**src/common/pbsc_pkg.sv**
```systemverilog
// Package for the pipelined burst memory control block.
// Holds the widths, reset values and the access carrier that the control uses.
package pbsc_pkg;
   // Array geometry
   localparam int ADDR_W = 18;
   localparam int DATA_W = 16;
   localparam int CHECK_W = 2;
   localparam int LANES = 2;
   localparam int LANE_W = 8;
   localparam int WORD_W = DATA_W + CHECK_W;
   localparam int BURST_W = 2;

   // Burst order strap levels; interleaved is the floating default
   localparam logic ORDER_LINEAR = 1'h0;
   localparam logic ORDER_INTERLEAVED = 1'h1;

   // Reset values
   localparam logic [BURST_W-1:0] COUNT_RESET = 2'h0;
   localparam logic [WORD_W-1:0] WORD_RESET = 18'h00000;
   localparam logic [ADDR_W-1:0] ADDR_RESET = 18'h00000;
   localparam logic [LANES-1:0] LANES_OFF_N = 2'h3;

   // One access as it moves down the pipeline
   typedef struct packed {
      logic valid;
      logic write;
      logic [LANES-1:0] lane_write_n;
      logic [ADDR_W-1:0] addr;
   } pbsc_access_t;

   localparam pbsc_access_t ACCESS_IDLE = '{valid: 1'b0, write: 1'b0, lane_write_n: LANES_OFF_N, addr: ADDR_RESET};
endpackage : pbsc_pkg

```
**src/hdl/pbsc_control.sv**
```systemverilog
// Control of a synchronous pipelined burst static memory with a common data bus.
// Assumes the storage array outside answers array_rd_data combinationally from array_rd_addr
// and performs a write on each cycle that array_wr_en is high; all pins but output enable and sleep are synchronous to ref_clk.
module pbsc_control (
   // Clock and reset
   input wire logic ref_clk,
   input wire logic rst_n,
   // Synchronous access controls
   input wire logic [pbsc_pkg::ADDR_W-1:0] addr_in,
   input wire logic burst_step_or_load,
   input wire logic clock_qualify_n,
   input wire logic chip_select_low_first,
   input wire logic chip_select_high_second,
   input wire logic chip_select_low_third,
   input wire logic write_n,
   input wire logic [pbsc_pkg::LANES-1:0] byte_lane_write_n,
   // Asynchronous controls and strap
   input wire logic output_enable_n,
   input wire logic sleep_request,
   input wire logic burst_order_strap,
   // Data and check-bit lines, split into in, out and enable
   input wire logic [pbsc_pkg::DATA_W-1:0] data_lines_in,
   output logic [pbsc_pkg::DATA_W-1:0] data_lines_out,
   output logic data_lines_oe,
   input wire logic [pbsc_pkg::CHECK_W-1:0] check_bit_lines_in,
   output logic [pbsc_pkg::CHECK_W-1:0] check_bit_lines_out,
   output logic check_bit_lines_oe,
   // Storage array side
   output logic [pbsc_pkg::ADDR_W-1:0] array_rd_addr,
   input wire logic [pbsc_pkg::WORD_W-1:0] array_rd_data,
   output logic array_wr_en,
   output logic [pbsc_pkg::ADDR_W-1:0] array_wr_addr,
   output logic [pbsc_pkg::WORD_W-1:0] array_wr_data,
   output logic [pbsc_pkg::LANES-1:0] array_wr_lane,
   output logic array_sleep
);

   // Burst position from start bits and count, used for stepping and checking
   function automatic logic [pbsc_pkg::BURST_W-1:0] pbsc_burst_pos(
      input logic order,
      input logic [pbsc_pkg::BURST_W-1:0] start,
      input logic [pbsc_pkg::BURST_W-1:0] count
   );
      if (order == pbsc_pkg::ORDER_LINEAR)
      begin
         return start + count;
      end
      return start ^ count;
   endfunction : pbsc_burst_pos

   pbsc_pkg::pbsc_access_t addr_stage;
   pbsc_pkg::pbsc_access_t data_stage;
   pbsc_pkg::pbsc_access_t next_addr_stage;
   logic [pbsc_pkg::BURST_W-1:0] burst_start;
   logic [pbsc_pkg::BURST_W-1:0] burst_count;
   logic [pbsc_pkg::BURST_W-1:0] next_count;
   logic burst_order;
   logic [pbsc_pkg::WORD_W-1:0] read_word;
   logic read_drive;
   wire logic edge_ok;
   wire logic selected_now;
   wire logic load_now;
   wire logic step_now;
   wire logic drive_allowed;

   // qualified edge; sleep also freezes the pipeline so contents stay intact
   assign edge_ok = !clock_qualify_n && !sleep_request;
   assign selected_now = !chip_select_low_first && chip_select_high_second && !chip_select_low_third;
   assign load_now = edge_ok && !burst_step_or_load;
   assign step_now = edge_ok && burst_step_or_load;
   assign next_count = burst_count + 2'h1;

   // Next address stage: load takes pins, step keeps select and type and moves low bits
   always_comb
   begin
      next_addr_stage = addr_stage;
      next_addr_stage.lane_write_n = byte_lane_write_n;
      if (!burst_step_or_load)
      begin
         next_addr_stage.valid = selected_now;
         next_addr_stage.write = !write_n;
         next_addr_stage.addr = addr_in;
      end
      else
      begin
         // only the two low bits wrap
         next_addr_stage.addr[pbsc_pkg::BURST_W-1:0] = pbsc_burst_pos(burst_order, burst_start, next_count);
      end
   end

   // Address register and burst counter
   always_ff @(posedge ref_clk or negedge rst_n)
   begin
      if (!rst_n)
      begin
         addr_stage <= pbsc_pkg::ACCESS_IDLE;
         burst_start <= pbsc_pkg::COUNT_RESET;
         burst_count <= pbsc_pkg::COUNT_RESET;
      end
      // inputs captured only on recognized edges; else hold
      else if (edge_ok)
      begin
         addr_stage <= next_addr_stage;
         if (load_now)
         begin
            burst_start <= addr_in[pbsc_pkg::BURST_W-1:0];
            burst_count <= pbsc_pkg::COUNT_RESET;
         end
         else
         begin
            // step burst counter; type kept from load
            burst_count <= next_count;
         end
      end
   end

   // Strap follows its pin every cycle; interleaved until the first edge after reset
   always_ff @(posedge ref_clk or negedge rst_n)
   begin
      if (!rst_n)
      begin
         burst_order <= pbsc_pkg::ORDER_INTERLEAVED;
      end
      else
      begin
         burst_order <= burst_order_strap;
      end
   end

   // Data phase stage and output register; a stall holds them like the address register
   always_ff @(posedge ref_clk or negedge rst_n)
   begin
      if (!rst_n)
      begin
         data_stage <= pbsc_pkg::ACCESS_IDLE;
         read_word <= pbsc_pkg::WORD_RESET;
         read_drive <= 1'b0;
      end
      else if (edge_ok)
      begin
         data_stage <= addr_stage;
         // word of the address taken at the read's own edge
         read_word <= array_rd_data;
         // deselect or write turns drivers off after the next edge
         read_drive <= addr_stage.valid && !addr_stage.write;
      end
   end

   // Write completion: data taken two recognized edges after the address edge
   always_ff @(posedge ref_clk or negedge rst_n)
   begin
      if (!rst_n)
      begin
         array_wr_en <= 1'b0;
         array_wr_addr <= pbsc_pkg::ADDR_RESET;
         array_wr_data <= pbsc_pkg::WORD_RESET;
         array_wr_lane <= '0;
      end
      else
      begin
         // one strobe per completed write, none while stalled
         array_wr_en <= edge_ok && data_stage.valid && data_stage.write;
         if (edge_ok)
         begin
            // input lines into the write data register
            array_wr_data <= {check_bit_lines_in, data_lines_in};
            array_wr_addr <= data_stage.addr;
            // lane enables gate data and check bits alike
            array_wr_lane <= ~data_stage.lane_write_n;
         end
      end
   end

   // Driver control: outputs only while a read word is up and output enable is low
   // asynchronous output enable; internal masking wins
   assign drive_allowed = read_drive && !output_enable_n && !sleep_request;
   assign data_lines_oe = drive_allowed;
   assign check_bit_lines_oe = drive_allowed;
   assign data_lines_out = read_word[pbsc_pkg::DATA_W-1:0];
   assign check_bit_lines_out = read_word[pbsc_pkg::WORD_W-1:pbsc_pkg::DATA_W];
   assign array_rd_addr = addr_stage.addr;
   // sleep passed to the array; contents preserved
   assign array_sleep = sleep_request;
endmodule : pbsc_control

```
**config.mk**
```make
export PLATFORM = sky130hd
export DESIGN_NAME = pbsc_control
export DESIGN_NICKNAME = d
export VERILOG_FILES = /design/src/common/pbsc_pkg.sv /design/src/hdl/pbsc_control.sv
export SDC_FILE = /design/constraint.sdc
export NUM_CORES = 1
export LEC_CHECK = 0
export BUFFER_PORTS_ARGS = -buffer_cell sky130_fd_sc_hd__buf_2
export CORE_AREA = 2 2 92 112
export DETAILED_ROUTE_END_ITERATION = 10
export DIE_AREA = 0 0 94 114
export PLACE_DENSITY_LB_ADDON = 0.08
export SLEW_MARGIN = 20
export SYNTH_ARGS = -nofsm -noshare
export SYNTH_HDL_FRONTEND = slang
export SYNTH_SLANG_ARGS = --single-unit
export TNS_END_PERCENT = 30
```
**constraint.sdc**
```tcl
create_clock -name ref_clk -period 1.4 [get_ports ref_clk]
set_input_delay 0.14 -clock ref_clk [delete_from_list [all_inputs] [get_ports ref_clk]]
set_output_delay 0.14 -clock ref_clk [all_outputs]
set_load 0.01 [all_outputs]
```
==> results.txt, run 1 <==
Run status -> finished clean
Filler-free cell count of the finished design -> 725
Final-layout setup total negative slack -> 0 ns
Wire length of the first global-routing pass -> 14800 um
Peak clock frequency supported by timing -> 0.741 GHz
Arrival time at the worst endpoint -> 1.57 ns
Row count -> 40
Share of total power consumed by net switching -> 27.3%
Iter 0 DRT Violations -> 131
Area fraction in compound gates after synthesis -> 1.33%
Number of buffers on the longest clock path -> 2
Area of combinational cells with multiple inputs -> 1310 um2
Flip-flop and latch count after synthesis -> 107
Cell taking the most area after synthesis -> sky130_fd_sc_hd__dfrtp_1
Worst-path cell chain -> buf_4, xnor2_2, xnor3_1, mux2i_1, o21ai_1
Avg WL per Cell -> 12.2 um
Detailed-routing iteration count for the pre-antenna-repair pass -> 4
Unrepaired setup endpoints after global routing -> false
Cell count after synthesis -> 431
Number of cells on the worst hold path -> 3
Synth Area in Adders -> 0.295%
WHS Endpoint -> array_wr_data[11]
Asr flop ratio synth -> 100%
Initial antenna violation count -> 0
Unique masters post-synth -> 25
Via count of the first global-routing pass -> 3287
Pin count of the biggest net entering global routing -> 52
Max-slew violation count -> 0
Simple-gate share of the synthesized area -> 22.5%
Max-cap violations -> 0
Fill cell total of the finished layout -> 907
Count of warnings emitted by yosys -> 0
Dominant combinational cell family by area after synthesis -> simple AND/OR/NAND/NOR gates
Endpoint kind of the worst setup timing path -> flip-flop
Worst Path Max Fanout -> 2
Overflow left after global routing -> 0
Ys flop type -> sky130_fd_sc_hd__dfrtp_1
Area Growth Syn to Fin -> 34.6%
Worst-skew pair later-pin latency -> 0.34 ns
Routed via count divided by cell count -> 4.52
Last weighted congestion value of the routability-driven placer -> 0.736
Core region area -> 9760 um2
Hold violation total from the final report -> 0
Post-detailed-route DRC marker count -> 0
Worst-path clk slew -> 0.07 ns
Category of cells accounting for the largest share of critical-path delay -> XOR/XNOR gates
Multiplexer fraction of the synthesized cell area -> 5.52%
Number of instances in the placed design -> 673
Maximum resistive drop on vdd -> 710 uV
Combined area of all synthesized cells -> 4240 um2
Synth top area cells -> sky130_fd_sc_hd__dfrtp_1, sky130_fd_sc_hd__nand2_1, sky130_fd_sc_hd__mux2_2, sky130_fd_sc_hd__buf_4, sky130_fd_sc_hd__dfstp_2
Synthesized net count -> 499
Total I/O pin count -> 145
Proportion of power drawn by the clock network -> 32.0%
Slowest cell delay on critical path -> 0.40 ns
Area share of the largest cell type after synthesis -> 60.2%
Sequential area share after synthesis -> 63.3%
Syn Area/Cell -> 9.84 um2
Total power divided by cell area -> 1410 nW/um2
Setup violation total in the final timing report -> 0
Final antenna-violating net count -> 0
Routed WL -> 8850 um
Cell at the root of the clock tree -> sky130_fd_sc_hd__clkbuf_16
Remaining max-slew budget at the tightest pin -> 67.1%
Die width -> 94 um
Total Die Area -> 10700 um2
Internal Power -> 5.84 mW
CTS sink count -> 107
Worst path slowest cell -> sky130_fd_sc_hd__dfrtp_1
CP Data Required Time -> 1.62 ns
Reg2Reg Launch Point -> burst_count[0]
GRT Total Usage -> 17.4%
Lkg Pwr -> 3.13 nW
Crit Path Class -> reg2reg
Share of layout cells above drive strength 1 -> 33.7%
Period utilization -> 96.4%
Worst reg-to-reg path cell count -> 5
Worst-margin pin slew -> 0.494 ns
Critical Path Start Type -> flip-flop
Post-synth EDFFs -> 0
Part of the total power dissipated in sequential elements -> 48.9%
Clock skew -> 0.00659 ns
Xor/xnor share of the synthesized area -> 0.738%
Detailed Place HPWL -> 5900 um
Internal reg-to-reg setup slack -> 0.05 ns
Fin nets -> 662
Port-buffer cells -> 144
Comb pwr share -> 19.2%
Combined flip-flop and latch cell area -> 2680 um2
Final Critical Period -> 1.35 ns
Number of H-tree levels -> 3
Starting utilization of the core area -> 43.4%
Launch instance of the worst min-delay path -> data_lines_in[11]
Floorplan die height -> 114 um
Worst path buffer plus inverter count -> 1
R2r endpoint -> array_rd_addr[1]
Worst hold path class -> in2reg
Total inserted antenna cells -> 0
Cts bufs inserted -> 9
Number of vias after detailed routing -> 3280
P_sw -> 2.19 mW
Ranking of synthesized cells by instance count -> sky130_fd_sc_hd__nand2_1, sky130_fd_sc_hd__dfrtp_1, sky130_fd_sc_hd__buf_4, sky130_fd_sc_hd__mux2_2, sky130_fd_sc_hd__buf_2
Most frequent cell after synthesis -> sky130_fd_sc_hd__nand2_1
CTS tree -> done
==> how the worst max path moves through the flow <==
stage / start / to / slack (ns) / cells past startpoint
finish: burst_count[0] / array_rd_addr[1] / 0.05 / 5
global route: burst_count[0] / array_rd_addr[1] / 0.003 / 5
CTS: burst_count[0] / array_rd_addr[1] / 0.01 / 6
detailed placement: burst_count[0] / array_rd_addr[1] / -0.05 / 6
global placement: burst_count[0] / array_rd_addr[1] / 0.02 / 6
floorplan: burst_count[0] / array_rd_addr[1] / 0.04 / 6
==> state kept, by name, summed over array words and instances, names as in the netlist, 2 cells and up <==
signal,count
addr_stage,4
array_rd_addr,18
array_wr_addr,18
array_wr_data,18
array_wr_lane,2
burst_count,2
burst_start,2
data_stage,22
read_word,18
==> power by group through the flow <==
stage / Combinational [mW] / Clock, mW / Sequential [mW]
final: 1.54 / 2.57 / 3.92
after CTS: 1.55 / 2.64 / 3.93
after floorplan: 0.805 / 0 / 4.06
after global routing: 1.75 / 2.75 / 4.00
after detailed placement: 1.47 / 0 / 3.98
after global placement: 1.43 / 0 / 3.97
==> routing by layer <==
layer	part of all wire, %	global-route usage, %
met1	44	20.5
met4	1.4	6.67
met3	5.0	2.64
met2	50	31.6
met5	0	0
==> repair_timing <==
action / in CTS / in global routing
setup buffers: 0 / 1
hold endpoints to repair: 59 / 0
pin swaps: 0 / 2
endpoints found under the setup margin: 1 / 1
gates cloned: 0 / 0
hold buffers: 35 / 0
resized for setup: 3 / 2
==> worst register-to-register path, cell delays in order, from the launching register on <==
cell                      delay, ns
sky130_fd_sc_hd__dfrtp_1       0.40
sky130_fd_sc_hd__buf_4         0.15
sky130_fd_sc_hd__xnor2_2       0.13
sky130_fd_sc_hd__xnor3_1       0.33
sky130_fd_sc_hd__mux2i_1       0.15
sky130_fd_sc_hd__o21ai_1       0.07
==> metrics by stage <==
step | util [%] | setup WS [ns] | hold WS [ns] | cell area, um2 | power [mW]
floorplan | - | 0.0435 | -0.156 | 4240 | 4.87
finish | 58.4 | 0.0506 | 0.00253 | 5700 | 8.03
CTS | 58.3 | 0.0102 | 0.000116 | 5690 | 8.12
detailed placement | 51.4 | -0.0506 | 0.141 | 5020 | 5.45
global placement | 51.4 | 0.0223 | 0.144 | 5020 | 5.40
global route | 58.4 | 0.00302 | 0.0102 | 5700 | 8.50
==> layout make-up <==
cell class              instances  area share [%]
inverters                       2           0.132
clock inverters                 6            1.25
well taps                     126            2.76
repair buffers                192            21.6
clock buffers                  10            4.19
multi-input cells             282            23.0
flip-flops and latches        107            47.0
==> cells by family after synthesis <==
logic type               after synthesis
AND/OR/NAND/NOR                      248
flip-flops                           107
adder cells (fa/ha/maj)                1
multiplexers                          21
buffers and inverters                 42
AO/OA/AOI/OAI                         10
XOR/XNOR                               2
==> placed cells by master (no fill, tap or decap), types with 2 or more instances in the layout <==
cell | Yosys | routed
sky130_fd_sc_hd__inv_6 | 0 | 2
sky130_fd_sc_hd__nor2_1 | 4 | 3
sky130_fd_sc_hd__mux2_2 | 18 | 18
sky130_fd_sc_hd__mux2i_1 | 2 | 2
sky130_fd_sc_hd__dfrtp_1 | 102 | 102
sky130_fd_sc_hd__buf_4 | 20 | 9
sky130_fd_sc_hd__clkinvlp_4 | 0 | 2
sky130_fd_sc_hd__nand2_1 | 237 | 237
sky130_fd_sc_hd__buf_12 | 0 | 5
sky130_fd_sc_hd__dlygate4sd3_1 | 0 | 35
sky130_fd_sc_hd__clkbuf_16 | 0 | 9
sky130_fd_sc_hd__buf_2 | 9 | 143
sky130_fd_sc_hd__nor2_4 | 1 | 2
sky130_fd_sc_hd__o21ai_0 | 7 | 6
sky130_fd_sc_hd__dfstp_2 | 5 | 5
sky130_fd_sc_hd__nand3_1 | 2 | 2
Note: power is estimated with default switching activity, not from simulation.
==> run 2, diff against run 1 <==
--- a/config.mk
+++ b/config.mk
@@ -6,9 +6,10 @@
 export NUM_CORES = 1
 export LEC_CHECK = 0
 export BUFFER_PORTS_ARGS = -buffer_cell sky130_fd_sc_hd__buf_2
-export CORE_AREA = 2 2 92 112
+export CORE_AREA = 2 2 90 114
 export DETAILED_ROUTE_END_ITERATION = 10
-export DIE_AREA = 0 0 94 114
+export DIE_AREA = 0 0 92 116
+export MAX_ROUTING_LAYER = met4
 export PLACE_DENSITY_LB_ADDON = 0.08
 export SLEW_MARGIN = 20
 export SYNTH_ARGS = -nofsm -noshare
==> run 2 against run 1 <==
First-iteration DRC count is 52% lower. Routed wire length is 2.3% higher. Critical endpoint unchanged. Largest power group unchanged. Flip-flop and latch count unchanged. Core utilization rose by 2.0 points.
==> results.txt, run 2 (synthesis results as in run 1) <==
Post-route standard cell area excluding fillers -> 5750 um2
Category of cells accounting for the largest share of critical-path delay -> XOR/XNOR gates
Area Growth Syn to Fin -> 35.7%
Wire length of the first global-routing pass -> 15100 um
Worst-margin pin slew -> 0.493 ns
Unrepaired setup endpoints after global routing -> false
Detailed-routing iteration count for the pre-antenna-repair pass -> 4
Maximum resistive drop on vdd -> 736 uV
Endpoint kind of the worst setup timing path -> flip-flop
Comb pwr share -> 18.8%
Worst-path clk slew -> 0.07 ns
Share of total power consumed by net switching -> 26.1%
Pin count of the biggest net entering global routing -> 50
Number of buffers on the longest clock path -> 2
Total power divided by cell area -> 1420 nW/um2
Number of cells on the worst hold path -> 2
R2r endpoint -> array_rd_addr[1]
Worst hold path class -> in2reg
Total I/O pin count -> 145
Setup violation total in the final timing report -> 0
Last weighted congestion value of the routability-driven placer -> 0.806
Reg2Reg Launch Point -> burst_count[0]
Total power of the final layout -> 8.19 mW
Run status -> finished clean
Row count -> 40
Remaining max-slew budget at the tightest pin -> 67.2%
Overflow left after global routing -> 0
Critical Path Start Type -> flip-flop
Number of vias after detailed routing -> 3308
Via count of the first global-routing pass -> 3253
Most flop-heavy register -> data_stage
Cell at the root of the clock tree -> sky130_fd_sc_hd__clkbuf_16
Clock skew -> 0.00536 ns
Iter 0 DRT Violations -> 63
Worst path buffer plus inverter count -> 1
CP Data Required Time -> 1.63 ns
Share of layout cells above drive strength 1 -> 32.8%
Worst slack at placement -> -0.0479 ns
Launch instance of the worst min-delay path -> addr_in[10]
Hold violation total from the final report -> 0
Total Die Area -> 10700 um2
CTS tree -> done
Lkg Pwr -> 3.16 nW
Routed WL -> 9050 um
Final-layout setup total negative slack -> 0 ns
Internal Power -> 6.05 mW
Avg WL per Cell -> 12.4 um
Internal reg-to-reg setup slack -> 0.1 ns
Worst-path cell chain -> buf_4, xnor2_2, xnor3_1, mux2i_1, o21ai_1
Final Critical Period -> 1.30 ns
Core region area -> 9510 um2
Crit Path Class -> reg2reg
Top library cells by usage in the layout, fill and taps aside -> sky130_fd_sc_hd__nand2_1, sky130_fd_sc_hd__buf_2, sky130_fd_sc_hd__dfrtp_1, sky130_fd_sc_hd__dlygate4sd3_1, sky130_fd_sc_hd__mux2_2
Number of H-tree levels -> 3
CTS sink count -> 107
GRT Total Usage -> 18.5%
Cell Area, Placed -> 5000 um2
Floorplan die height -> 116 um
Period utilization -> 92.9%
Worst-skew pair later-pin latency -> 0.34 ns
Arrival time at the worst endpoint -> 1.53 ns
Fin nets -> 666
Worst path slowest cell -> sky130_fd_sc_hd__dfrtp_1
Total inserted antenna cells -> 0
Max FFs per register -> 22
Starting utilization of the core area -> 44.6%
Post-detailed-route DRC marker count -> 0
Proportion of power drawn by the clock network -> 33.2%
Most common cell after layout, fill and taps aside -> sky130_fd_sc_hd__nand2_1
Final antenna-violating net count -> 0
Max-slew violation count -> 0
Worst reg-to-reg path cell count -> 5
Routed via count divided by cell count -> 4.54
Utilization of the core after routing -> 60.5%
Worst Path Max Fanout -> 2
Port-buffer cells -> 144
Post-route worst setup slack -> 0.0999 ns
Initial antenna violation count -> 0
Slowest cell delay on critical path -> 0.37 ns
Part of the total power dissipated in sequential elements -> 47.9%
Max-cap violations -> 0
P_sw -> 2.14 mW
Detailed Place HPWL -> 5940 um
Cts bufs inserted -> 9
WHS Endpoint -> array_rd_addr[10]
Peak clock frequency supported by timing -> 0.769 GHz
Die width -> 92 um
Fill cell total of the finished layout -> 854
run 2: worst register-to-register path: stages (launching register included):
cell	delay (ns)
sky130_fd_sc_hd__dfrtp_1	0.37
sky130_fd_sc_hd__buf_4	0.15
sky130_fd_sc_hd__xnor2_2	0.13
sky130_fd_sc_hd__xnor3_1	0.34
sky130_fd_sc_hd__mux2i_1	0.14
sky130_fd_sc_hd__o21ai_1	0.07
run 2: what timing repair did:
| action | CTS | global route |
|---|---|---|
| resized for setup | 1 | 2 |
| hold buffers | 41 | 0 |
| buffers inserted | 0 | 0 |
| hold endpoints to repair | 63 | 0 |
| pin swaps | 1 | 1 |
| endpoints found under the setup margin | 1 | 1 |
run 2: worst max path at each step:
stage | startpoint | to | slack, ns | cells after the start
floorplan | burst_count[0] | array_rd_addr[1] | 0.04 | 6
global placement | burst_count[0] | array_rd_addr[1] | 0.06 | 6
detailed placement | burst_count[0] | array_rd_addr[1] | -0.05 | 6
CTS | burst_count[0] | array_rd_addr[1] | 0.002 | 5
global route | burst_count[0] | array_rd_addr[1] | 0.01 | 5
finish | burst_count[0] | array_rd_addr[1] | 0.1 | 5
run 2: power groups by stage:
| stage | Combinational [mW] | Sequential, mW | Clock (mW) |
|---|---|---|---|
| 2_1_floorplan | 0.805 | 4.06 | 0 |
| 3_3_place_gp | 1.43 | 3.97 | 0 |
| 3_5_place_dp | 1.46 | 3.99 | 0 |
| 4_1_cts | 1.57 | 3.93 | 2.80 |
| 5_1_grt | 1.74 | 4.00 | 2.93 |
| 6_report | 1.54 | 3.93 | 2.72 |
run 2: layout make-up:
type | instances | area, um2 | share of cell area [%]
timing repair buffer | 196 | 1270 | 22.0
inverter | 2 | 7.51 | 0.131
clock buffer | 12 | 256 | 4.46
multi-input combinational | 282 | 1310 | 22.7
sequential | 107 | 2680 | 46.7
tap | 126 | 158 | 2.74
clock inverter | 4 | 72.6 | 1.26
run 2: per-layer routing:
metal | global-route usage (%) | part of all wire, %
met4 | 6.87 | 1.4
met1 | 22.0 | 43
met3 | 3.64 | 5.4
met5 | - | 0
met2 | 31.5 | 50
run 2: metrics by stage:
stage | std cells | hold slack (ns)
final | 729 | 0.0181
after global routing | 729 | 0.0163
after CTS | 729 | 0.00741
after detailed placement | 672 | 0.0856
after global placement | 672 | 0.0806
after floorplan | 431 | -0.156
